File: src/pkg/pts_pkg.sv
// Shared constants for the programmable time switch.
package pts_pkg;
    localparam int CLK_HZ        = 25_000_000;
    localparam int CLK_PERIOD_NS = 40;
    localparam int LINE_HZ       = 60;
    localparam int CYC_PER_LINE  = CLK_HZ / LINE_HZ;
    localparam int N_STEPS       = 6;
    localparam int N_SKIPS       = 5;

    localparam logic [7:0] OFF_CTRL   = 8'h00;
    localparam logic [7:0] OFF_CMD    = 8'h04;
    localparam logic [7:0] OFF_STAGE  = 8'h08;
    localparam logic [7:0] OFF_TIME   = 8'h0c;
    localparam logic [7:0] OFF_DATE   = 8'h10;
    localparam logic [7:0] OFF_STATUS = 8'h14;
    localparam logic [7:0] OFF_REVIEW = 8'h18;

    localparam int CMD_COMMIT_BIT = 4;
    localparam int CMD_KEY_BIT    = 8;
    localparam int CMD_CLR_BIT    = 9;

    localparam logic [3:0] TGT_TIME  = 4'h0;
    localparam logic [3:0] TGT_DATE  = 4'h1;
    localparam logic [3:0] TGT_STEP0 = 4'h2;
    localparam logic [3:0] TGT_SKIP0 = 4'h8;

    localparam int ENT_VALID_BIT = 31;
    localparam int STEP_ON_BIT   = 30;
    localparam int STEP_DAYS_LSB = 16;

    localparam logic [4:0] DST_HOUR        = 5'h02;
    localparam logic [3:0] DST_SPRING_MON  = 4'h3;
    localparam logic [4:0] DST_SPRING_LO   = 5'h08;
    localparam logic [4:0] DST_SPRING_HI   = 5'h0e;
    localparam logic [3:0] DST_FALL_MON    = 4'hb;
    localparam logic [4:0] DST_FALL_HI     = 5'h07;
    localparam logic [3:0] SKIP_MAX_MONTHS = 4'h6;

    localparam logic [6:0] RST_YEAR = 7'h00;
    localparam logic [3:0] RST_MON  = 4'h1;
    localparam logic [4:0] RST_DAY  = 5'h01;
    localparam logic [2:0] RST_WDAY = 3'h6;
endpackage

File: src/rtl/pts_tick.sv
// Seconds timebase locked to the power line with a free-running backup divider.
`timescale 1ns/10ps
module pts_tick #(
    parameter int LINE_DIV = pts_pkg::CYC_PER_LINE,
    parameter int LINE_HZ  = pts_pkg::LINE_HZ
) (
    input  wire logic clk_in,
    input  wire logic reset_in,
    input  wire logic line_pulse_in,
    input  wire logic line_ok_in,
    output logic      sec_tick_out
);
    localparam int DW = $clog2(LINE_DIV + 1);

    typedef struct packed {
        logic          s1;
        logic          s2;
        logic          s3;
        logic [DW-1:0] div;
        logic [6:0]    cyc;
        logic          tick;
    } pts_tick_t;

    pts_tick_t st;
    pts_tick_t next_st;

    // The cycle count is shared by both sources, so a changeover keeps the phase of the second.
    always_comb begin
        logic adv;
        adv = 1'b0;
        next_st = st;
        next_st.s1 = line_pulse_in;
        next_st.s2 = st.s1;
        next_st.s3 = st.s2;
        next_st.tick = 1'b0;
        if (line_ok_in) begin
            next_st.div = '0;
            adv = st.s2 & ~st.s3;
        end else if (st.div == DW'(LINE_DIV - 1)) begin
            next_st.div = '0;
            adv = 1'b1;
        end else begin
            next_st.div = st.div + DW'(1);
        end
        if (adv) begin
            if (st.cyc == 7'(LINE_HZ - 1)) begin
                next_st.cyc = 7'h00;
                next_st.tick = 1'b1;
            end else begin
                next_st.cyc = st.cyc + 7'h01;
            end
        end
    end

    always_ff @(posedge clk_in) begin
        if (reset_in) begin
            st <= '0;
        end else begin
            st <= next_st;
        end
    end

    assign sec_tick_out = st.tick;
endmodule

File: src/rtl/pts_top.sv
// Programmable time switch: clock, calendar, program steps, skip plans and APB registers.
// Overview of operation
// - A step holds hour, minute, weekday mask and an on or off command.
// - A matching step changes the output only as the seconds count reaches zero.
// - Six independent program steps are stored and executed.
// - Five skip plans, each dated by month and day, usable up to a year ahead.
// - A skip plan has start and end dates; output is off between them.
// - Skip plans from one day up to six months are accepted.
// - A plan whose end precedes its start wraps across the new year.
// - A one-day skip may be entered any time before its day.
// - A one-day skip clears itself once its day has passed.
// - Skip plans may be entered into any slot in any order.
// - Reviewing plans reads slot contents and never disturbs the output.
// - Daylight saving changeovers happen automatically at the fixed hour DST_HOUR, 2:00.
// - A pin or a control bit can inhibit the automatic changeover.
// - Data is staged, readable and editable before commit; commits touch one entry.
// - On line failure a backup timebase keeps time and program running.
// - A wiped program raises a loss flag held until cleared from the keypad.
// - On backup power the display blanks and the output is held off.
// - Display shows time, weekday, date, relay state, and am or pm in 12-hour mode.
// - One key press toggles normal and alternate seconds display.
// - The timebase follows line cycles; changeover does not shift kept time.
// - Time, date, weekday and program are settable, time to one second.
`timescale 1ns/10ps
module pts_top #(
    parameter int N_STEPS  = pts_pkg::N_STEPS,
    parameter int N_SKIPS  = pts_pkg::N_SKIPS,
    parameter int LINE_DIV = pts_pkg::CYC_PER_LINE
) (
    input  wire logic        clk_in,
    input  wire logic        reset_in,
    input  wire logic        psel_in,
    input  wire logic        penable_in,
    input  wire logic        pwrite_in,
    input  wire logic [7:0]  paddr_in,
    input  wire logic [31:0] pwdata_in,
    output logic      [31:0] prdata_out,
    output logic             pready_out,
    output logic             pslverr_out,
    input  wire logic        line_pulse_in,
    input  wire logic        line_ok_in,
    input  wire logic        store_lost_in,
    input  wire logic        dst_inhibit_in,
    output logic             relay_out,
    output logic             disp_blank_out,
    output logic             disp_alt_out,
    output logic      [4:0]  disp_hour_out,
    output logic             disp_pm_out,
    output logic             disp_ampm_out,
    output logic             loss_led_out
);
    typedef struct packed {
        logic                       ok_s1;
        logic                       ok_s2;
        logic                       lost_s1;
        logic                       lost_s2;
        logic                       inh_s1;
        logic                       inh_s2;
        logic                       fmt12;
        logic                       dst_en;
        logic [31:0]                stage;
        logic [3:0]                 review_sel;
        logic                       alt_view;
        logic [5:0]                 ss;
        logic [5:0]                 mm;
        logic [4:0]                 hh;
        logic [2:0]                 wday;
        logic [4:0]                 day;
        logic [3:0]                 mon;
        logic [6:0]                 year;
        logic [N_STEPS-1:0][31:0]   steps;
        logic [N_SKIPS-1:0][31:0]   skips;
        logic                       relay_cmd;
        logic                       relay;
        logic                       dst_active;
        logic                       prog_loss;
        logic                       rejected;
        logic                       blank;
        logic [4:0]                 hour_disp;
        logic                       pm;
        logic                       pready;
        logic                       pslverr;
        logic [31:0]                prdata;
    } pts_state_t;

    pts_state_t  st;
    pts_state_t  next_st;
    logic        sec_tick;
    logic        setup;
    logic        bus_wr;
    logic        cmd_wr;
    logic        commit;
    logic        skip_now;
    logic        mapped;
    logic [31:0] rd_data;

    pts_tick #(
        .LINE_DIV (LINE_DIV),
        .LINE_HZ  (pts_pkg::LINE_HZ)
    ) i_pts_tick (
        .clk_in        (clk_in),
        .reset_in      (reset_in),
        .line_pulse_in (line_pulse_in),
        .line_ok_in    (st.ok_s2),
        .sec_tick_out  (sec_tick)
    );

    function automatic logic [4:0] days_in(input logic [3:0] mon, input logic [6:0] year);
        unique case (mon)
            4'h2: days_in = (year[1:0] == 2'h0) ? 5'h1d : 5'h1c;
            4'h4, 4'h6, 4'h9, 4'hb: days_in = 5'h1e;
            default: days_in = 5'h1f;
        endcase
    endfunction

    // Plans carry month and day only, so a plan whose end sorts before its start wraps the year.
    function automatic logic skip_covers(input logic [31:0] e, input logic [8:0] today);
        logic [8:0] s;
        logic [8:0] f;
        s = {e[27:24], e[20:16]};
        f = {e[11:8], e[4:0]};
        if (!e[pts_pkg::ENT_VALID_BIT]) begin
            skip_covers = 1'b0;
        end else if (s <= f) begin
            skip_covers = (today >= s) && (today <= f);
        end else begin
            skip_covers = (today >= s) || (today <= f);
        end
    endfunction

    function automatic logic [31:0] entry(input pts_state_t s, input logic [3:0] sel);
        entry = 32'h0;
        for (int i = 0; i < N_STEPS; i++) begin
            if (sel == pts_pkg::TGT_STEP0 + 4'(i)) begin
                entry = s.steps[i];
            end
        end
        for (int i = 0; i < N_SKIPS; i++) begin
            if (sel == pts_pkg::TGT_SKIP0 + 4'(i)) begin
                entry = s.skips[i];
            end
        end
    endfunction

    assign setup  = psel_in & ~penable_in;
    assign bus_wr = psel_in & penable_in & st.pready & pwrite_in;
    assign cmd_wr = bus_wr && paddr_in == pts_pkg::OFF_CMD;
    assign commit = cmd_wr & pwdata_in[pts_pkg::CMD_COMMIT_BIT];

    always_comb begin
        skip_now = 1'b0;
        for (int i = 0; i < N_SKIPS; i++) begin
            skip_now = skip_now | skip_covers(st.skips[i], {st.mon, st.day});
        end
    end

    always_comb begin
        rd_data = 32'h0;
        mapped  = 1'b1;
        unique case (paddr_in)
            pts_pkg::OFF_CTRL:   rd_data = {30'h0, st.dst_en, st.fmt12};
            pts_pkg::OFF_CMD:    rd_data = 32'h0;
            pts_pkg::OFF_STAGE:  rd_data = st.stage;
            pts_pkg::OFF_TIME:   rd_data = {5'h0, st.wday, 3'h0, st.hh, 2'h0, st.mm, 2'h0, st.ss};
            pts_pkg::OFF_DATE:   rd_data = {9'h0, st.year, 4'h0, st.mon, 3'h0, st.day};
            pts_pkg::OFF_STATUS: rd_data = {25'h0, st.rejected, st.alt_view, skip_now,
                                            st.dst_active, st.prog_loss, ~st.ok_s2, st.relay};
            pts_pkg::OFF_REVIEW: rd_data = entry(st, st.review_sel);
            default: mapped = 1'b0;
        endcase
    end

    always_comb begin
        logic       new_min;
        logic       new_day;
        logic [3:0] tgt;
        logic [3:0] span;
        new_min = 1'b0;
        new_day = 1'b0;
        tgt     = pwdata_in[3:0];
        span    = 4'h0;
        next_st = st;
        next_st.ok_s1   = line_ok_in;
        next_st.ok_s2   = st.ok_s1;
        next_st.lost_s1 = store_lost_in;
        next_st.lost_s2 = st.lost_s1;
        next_st.inh_s1  = dst_inhibit_in;
        next_st.inh_s2  = st.inh_s1;
        if (sec_tick) begin
            if (st.ss == 6'h3b) begin
                next_st.ss = 6'h00;
                new_min = 1'b1;
                if (st.mm == 6'h3b) begin
                    next_st.mm = 6'h00;
                    if (st.hh == 5'h17) begin
                        next_st.hh = 5'h00;
                        new_day = 1'b1;
                    end else begin
                        next_st.hh = st.hh + 5'h01;
                    end
                end else begin
                    next_st.mm = st.mm + 6'h01;
                end
            end else begin
                next_st.ss = st.ss + 6'h01;
            end
        end
        if (new_day) begin
            next_st.wday = (st.wday == 3'h6) ? 3'h0 : st.wday + 3'h1;
            if (st.day == days_in(st.mon, st.year)) begin
                next_st.day = 5'h01;
                if (st.mon == 4'hc) begin
                    next_st.mon  = 4'h1;
                    next_st.year = (st.year == 7'h63) ? 7'h00 : st.year + 7'h01;
                end else begin
                    next_st.mon = st.mon + 4'h1;
                end
            end else begin
                next_st.day = st.day + 5'h01;
            end
            for (int i = 0; i < N_SKIPS; i++) begin
                if (st.skips[i][27:16] == st.skips[i][11:0] &&
                    st.skips[i][27:16] == {st.mon, 3'h0, st.day}) begin
                    next_st.skips[i][pts_pkg::ENT_VALID_BIT] = 1'b0;
                end
            end
        end
        if (new_min && st.dst_en && !st.inh_s2 && next_st.hh == pts_pkg::DST_HOUR &&
            next_st.mm == 6'h00 && next_st.wday == 3'h0) begin
            if (!st.dst_active && next_st.mon == pts_pkg::DST_SPRING_MON &&
                next_st.day >= pts_pkg::DST_SPRING_LO && next_st.day <= pts_pkg::DST_SPRING_HI) begin
                next_st.hh = pts_pkg::DST_HOUR + 5'h01;
                next_st.dst_active = 1'b1;
            end else if (st.dst_active && next_st.mon == pts_pkg::DST_FALL_MON &&
                         next_st.day <= pts_pkg::DST_FALL_HI) begin
                next_st.hh = pts_pkg::DST_HOUR - 5'h01;
                next_st.dst_active = 1'b0;
            end
        end
        if (new_min && !(commit && tgt == pts_pkg::TGT_TIME)) begin
            for (int i = 0; i < N_STEPS; i++) begin
                if (st.steps[i][pts_pkg::ENT_VALID_BIT] &&
                    st.steps[i][pts_pkg::STEP_DAYS_LSB + int'(next_st.wday)] &&
                    st.steps[i][12:8] == next_st.hh && st.steps[i][5:0] == next_st.mm) begin
                    next_st.relay_cmd = st.steps[i][pts_pkg::STEP_ON_BIT];
                end
            end
        end
        if (bus_wr && paddr_in == pts_pkg::OFF_CTRL) begin
            next_st.fmt12  = pwdata_in[0];
            next_st.dst_en = pwdata_in[1];
        end
        if (bus_wr && paddr_in == pts_pkg::OFF_STAGE) begin
            next_st.stage = pwdata_in;
        end
        if (bus_wr && paddr_in == pts_pkg::OFF_REVIEW) begin
            next_st.review_sel = pwdata_in[3:0];
        end
        if (cmd_wr && pwdata_in[pts_pkg::CMD_KEY_BIT]) begin
            next_st.alt_view = ~st.alt_view;
        end
        if (commit) begin
            next_st.rejected = 1'b0;
            if (tgt == pts_pkg::TGT_TIME) begin
                if (st.stage[20:16] < 5'h18 && st.stage[13:8] < 6'h3c &&
                    st.stage[5:0] < 6'h3c && st.stage[26:24] < 3'h7) begin
                    next_st.ss   = st.stage[5:0];
                    next_st.mm   = st.stage[13:8];
                    next_st.hh   = st.stage[20:16];
                    next_st.wday = st.stage[26:24];
                end else begin
                    next_st.rejected = 1'b1;
                end
            end else if (tgt == pts_pkg::TGT_DATE) begin
                if (st.stage[11:8] >= 4'h1 && st.stage[11:8] <= 4'hc && st.stage[4:0] >= 5'h01 &&
                    st.stage[22:16] <= 7'h63) begin
                    next_st.day  = st.stage[4:0];
                    next_st.mon  = st.stage[11:8];
                    next_st.year = st.stage[22:16];
                end else begin
                    next_st.rejected = 1'b1;
                end
            end else if (tgt >= pts_pkg::TGT_SKIP0) begin
                span = (st.stage[11:8] > st.stage[27:24] || st.stage[11:0] >= st.stage[27:16])
                    ? st.stage[11:8] - st.stage[27:24] : st.stage[11:8] + 4'hc - st.stage[27:24];
                if (span > pts_pkg::SKIP_MAX_MONTHS || (span == pts_pkg::SKIP_MAX_MONTHS &&
                    st.stage[4:0] > st.stage[20:16])) begin
                    next_st.rejected = 1'b1;
                end
            end
            for (int i = 0; i < N_STEPS; i++) begin
                if (tgt == pts_pkg::TGT_STEP0 + 4'(i)) begin
                    next_st.steps[i] = st.stage;
                end
            end
            for (int i = 0; i < N_SKIPS; i++) begin
                if (tgt == pts_pkg::TGT_SKIP0 + 4'(i) && !next_st.rejected) begin
                    next_st.skips[i] = st.stage;
                end
            end
        end
        // A loss seen in the same cycle as a keypad clear keeps the flag set.
        if (cmd_wr && pwdata_in[pts_pkg::CMD_CLR_BIT]) begin
            next_st.prog_loss = 1'b0;
        end
        if (st.lost_s2) begin
            next_st.steps     = '0;
            next_st.skips     = '0;
            next_st.relay_cmd = 1'b0;
            next_st.prog_loss = 1'b1;
        end
        next_st.relay = st.relay_cmd & ~skip_now & st.ok_s2;
        next_st.blank = ~st.ok_s2;
        next_st.pm    = st.hh >= 5'h0c;
        if (st.fmt12 && st.hh == 5'h00) begin
            next_st.hour_disp = 5'h0c;
        end else if (st.fmt12 && st.hh > 5'h0c) begin
            next_st.hour_disp = st.hh - 5'h0c;
        end else begin
            next_st.hour_disp = st.hh;
        end
        next_st.pready  = setup;
        next_st.pslverr = setup & ~mapped;
        if (setup) begin
            next_st.prdata = pwrite_in ? 32'h0 : rd_data;
        end
    end

    always_ff @(posedge clk_in) begin
        if (reset_in) begin
            st      <= '0;
            st.year <= pts_pkg::RST_YEAR;
            st.mon  <= pts_pkg::RST_MON;
            st.day  <= pts_pkg::RST_DAY;
            st.wday <= pts_pkg::RST_WDAY;
        end else begin
            st <= next_st;
        end
    end

    assign prdata_out     = st.prdata;
    assign pready_out     = st.pready;
    assign pslverr_out    = st.pslverr;
    assign relay_out      = st.relay;
    assign disp_blank_out = st.blank;
    assign disp_alt_out   = st.alt_view;
    assign disp_hour_out  = st.hour_disp;
    assign disp_pm_out    = st.pm;
    assign disp_ampm_out  = st.fmt12;
    assign loss_led_out   = st.prog_loss;
endmodule

File: config.mk
export PLATFORM = sky130hd
export DESIGN_NAME = pts_top
export DESIGN_NICKNAME = d
export VERILOG_FILES = /design/src/pkg/pts_pkg.sv /design/src/rtl/pts_tick.sv /design/src/rtl/pts_top.sv
export SDC_FILE = /design/constraint.sdc
export NUM_CORES = 2
export LEC_CHECK = 0
export BUFFER_PORTS_ARGS = -buffer_cell sky130_fd_sc_hd__buf_2
export CAP_MARGIN = 20
export CELL_PAD_IN_SITES_DETAIL_PLACEMENT = 1
export CELL_PAD_IN_SITES_GLOBAL_PLACEMENT = 1
export CORE_AREA = 3 3 311 313
export DETAILED_ROUTE_END_ITERATION = 10
export DIE_AREA = 0 0 314 316
export GPL_ROUTABILITY_DRIVEN = 0
export PLACE_DENSITY_LB_ADDON = 0.15
export SLEW_MARGIN = 0
export SYNTH_ARGS = -nofsm -noshare
export SYNTH_HDL_FRONTEND = slang
export SYNTH_SLANG_ARGS = --single-unit
File: constraint.sdc
create_clock -name clk_in -period 7.3 [get_ports clk_in]
set_clock_uncertainty 0.1 [all_clocks]
set_input_delay 0.73 -clock clk_in [delete_from_list [all_inputs] [get_ports clk_in]]
set_output_delay 0.73 -clock clk_in [all_outputs]
set_load 0.01 [all_outputs]
==> results.md <==
* Worst EP required at 7.70 ns
* Post-synth EDFFs at 0
* Number of placed cells counting well taps at 4860
* Cts repair resizes at 0
* Inserted Clock Buffers at 60
* Top-area cell type share of the netlist area at 36.2%
* M3 GR Usage at 4.16%
* Critical path type: flop to flop
* Initial core utilization at 29.7%
* Crit path arrival time at 5.64 ns
* Synth Area in Compound Gates at 22.4%
* Max FO, Critical Path at 13
* Pwr Density at 191 mW/mm^2
* Worst path cell trace: ha_1 -> nand3_1 -> or4_1 -> a211oi_4 -> mux2_4 -> nor4_2 -> o21ai_0 -> and3_4 -> a32o_1 -> o32ai_1 -> o21a_2 -> a211oi_2
* Drt pass-1 iters at 6
* Die area at 0.0992 sq mm
* Status: complete, no violations
* Simple logic cell fraction of the synthesized area at 23.2%
* Placed inst area at 0.0298 sq mm
* Number of remaining DRC errors at 0
* Placeable Area at 0.0946 sq mm
* Final setup violation count at 0
* Footprint of the multi-input gates at 0.0163 sq mm
* GRT Overall Usage at 29.0%
* Via Count at 28700
* Synth Register Bits at 509
* Initial antenna violation count at 10
* Synth Cell Area at 0.0281 sq mm
* CP peak stage delay at 0.96 ns
* Die H at 316 um
* Unrepaired setup endpoints after global routing: false
* Startpoint Class: flop
* Die width at 314 um
* Synth cell types at 94
* Predominant post-synthesis flop cell: dfxtp_1
* Yosys top cell by area: dfxtp_1
* Vias/cell at 5.77
* Max Clock Freq at 191 MHz
* Reg area at 0.0102 sq mm
* Fin. Hold Viols at 0
* Slew headroom at 20.0%
* Fin cells at 4969
* Post-route cell area at 0.0318 sq mm
* Worst-Skew Late Latency at 0.67 ns
* Area Growth Syn to Fin at 13.1%
* Hold Buf Count CTS at 0
* First DRT Iteration DRCs at 3037
* Setup ws final at 2.06 ns
* Routed WL at 148000 um
* Hold Path Class: input port to flop
* Post-synth ARST share at 0%
* Final critical-path required period at 5.24 ns
* Final #Nets at 3877
* Setup TNS at 0 ns
* MaxCap Viol Count at 0
* Routing usage on met2 at 45.2%
* Least-Margin Pin Slew at 1.20 ns
* GRT overflow at 0
* Dominant cells by area after synthesis: dfxtp_1 36%, nand2_1 12%, a21oi_1 8.5%
* Synth Warn # at 0
* Routed Antenna Nets at 0
* Largest family of logic cells by synthesized area: simple AND/OR/NAND/NOR gates
* Sink Count at 509
* Synth Area in XOR/XNOR at 2.80%
* HPWL Detailed at 103000 um
* Setup Buffers After CTS at 0
* Largest net degree at the start of global routing at 162
* Most frequent cells in the layout: 917 x nand2_1, 509 x dfxtp_1, 475 x a21oi_1, 175 x nor2_1, 167 x ha_1
* Critical Path End Type: flop
* Ports at 94
* Cell count after synthesis at 3715
* Max VDD drop at 0.000153 V
* Port bufs at 93
* Most common cell after layout, fill and taps aside: nand2_1
* H-tree levels at 2
* Dpl ws at 2.23 ns
* Sequential element share of the synthesized area at 36.2%
* Rows at 113
* CP max-delay cell: or4_1
* Pins over their slew limit at 0
* Syn nets at 3934
* Post-Synth Adder-Cell Area at 7.72%
* CTS root buf: clkbuf_16
* CTS tree: yes
* First-pass GRT wire length at 210000 um
* DR WL/cell at 29.8 um
* Filler cell count at 11300
* Mapped Avg Cell Area at 7.57 sq um
* Mux share of post-synthesis cell area at 1.33%
* Worst-path clk slew at 0.06 ns
* Max Root-Sink Buffers at 3
* GR Util met1 at 40.8%
* Vias in the first global route at 27700
* Layout cell share with drive strength beyond 1 at 9.32%
* Fin crit share at 71.8%
* GRT busiest layer: met2
* Pleak at 10.7 nW
-- critical path, delay by kind of cell (launching register included) --
family | cells | cell delay, ns
fa+ha+maj | 1 | 0.28
mux | 1 | 0.36
flops | 1 | 0.58
simple gates | 4 | 2.11
compound gates | 6 | 1.65
-- synthesized netlist by cell type, drive strengths merged, types with 43 or more instances --
master    n
nand2   918
dfxtp   509
a21oi   480
clkbuf  246
nor2    189
ha      167
inv     131
nand3    98
a22oi    84
o21ai    80
buf      57
o21a     56
nor3     53
xnor2    47
nand4    46
xor2     43
-- where the power goes --
| part | total [mW] | switching, mW | internal, mW | leakage, nW |
|---|---|---|---|---|
| sequential | 2.79 | 0.00390 | 2.78 | 4.10 |
| combinational | 0.109 | 0.0888 | 0.0205 | 5.64 |
| clock | 3.19 | 1.33 | 1.86 | 0.996 |
-- routing by layer --
layer | up-vias | share of wire, %
li1 | 12900 | -
met1 | 14500 | 45
met2 | 1056 | 44
met3 | 242 | 6.8
met4 | 4 | 4.1
met5 | - | 0.020
-- state kept, by name (all words and copies together), names as in the netlist, 2 cells and up --
| register | cells |
|---|---|
| st | 431 |
| prdata_out | 32 |
| i_pts_tick.st | 27 |
| disp_hour_out | 5 |
| next_st | 3 |
| i_pts_tick.next_st | 2 |
-- through the flow --
stage                     total power, mW  hold slack [ns]  utilization (%)
after floorplan                      2.91            0.314                -
after global placement               2.96            0.318             31.5
after detailed placement             2.96            0.326             31.5
after CTS                            6.14            0.149             33.6
after global routing                 6.25            0.170             33.6
final                                6.08            0.177             33.6
-- logic make-up after synthesis --
group,Yosys count
simple gates,1491
flops,509
xor+xnor,90
fa+ha+maj,172
buf+inv,434
compound gates,985
mux,34
-- layout make-up --
class                   count  area share (%)
repair buffers            184            3.66
clock buffers              87            5.61
inverters                 131            1.55
multi-input cells        2772            51.4
flip-flops and latches    509            32.0
diodes                      2          0.0157
well taps                1265            4.98
clock inverters            19           0.775
-- final timing paths --
| path | startpoint | to | slack (ns) | depth (start not counted) |
|---|---|---|---|---|
| max | st[419]$_SDFF_PP0_ | st[45]$_SDFFE_PP0P_ | 2.06 | 12 |
| max reg2reg | st[419]$_SDFF_PP0_ | st[45]$_SDFFE_PP0P_ | 2.06 | 12 |
| min | store_lost_in | next_st[475]$_SDFF_PP0_ | 0.18 | 2 |
| min reg2reg | next_st[475]$_SDFF_PP0_ | st[475]$_SDFF_PP0_ | 0.35 | 1 |
Power figures use the tool's default switching activity.
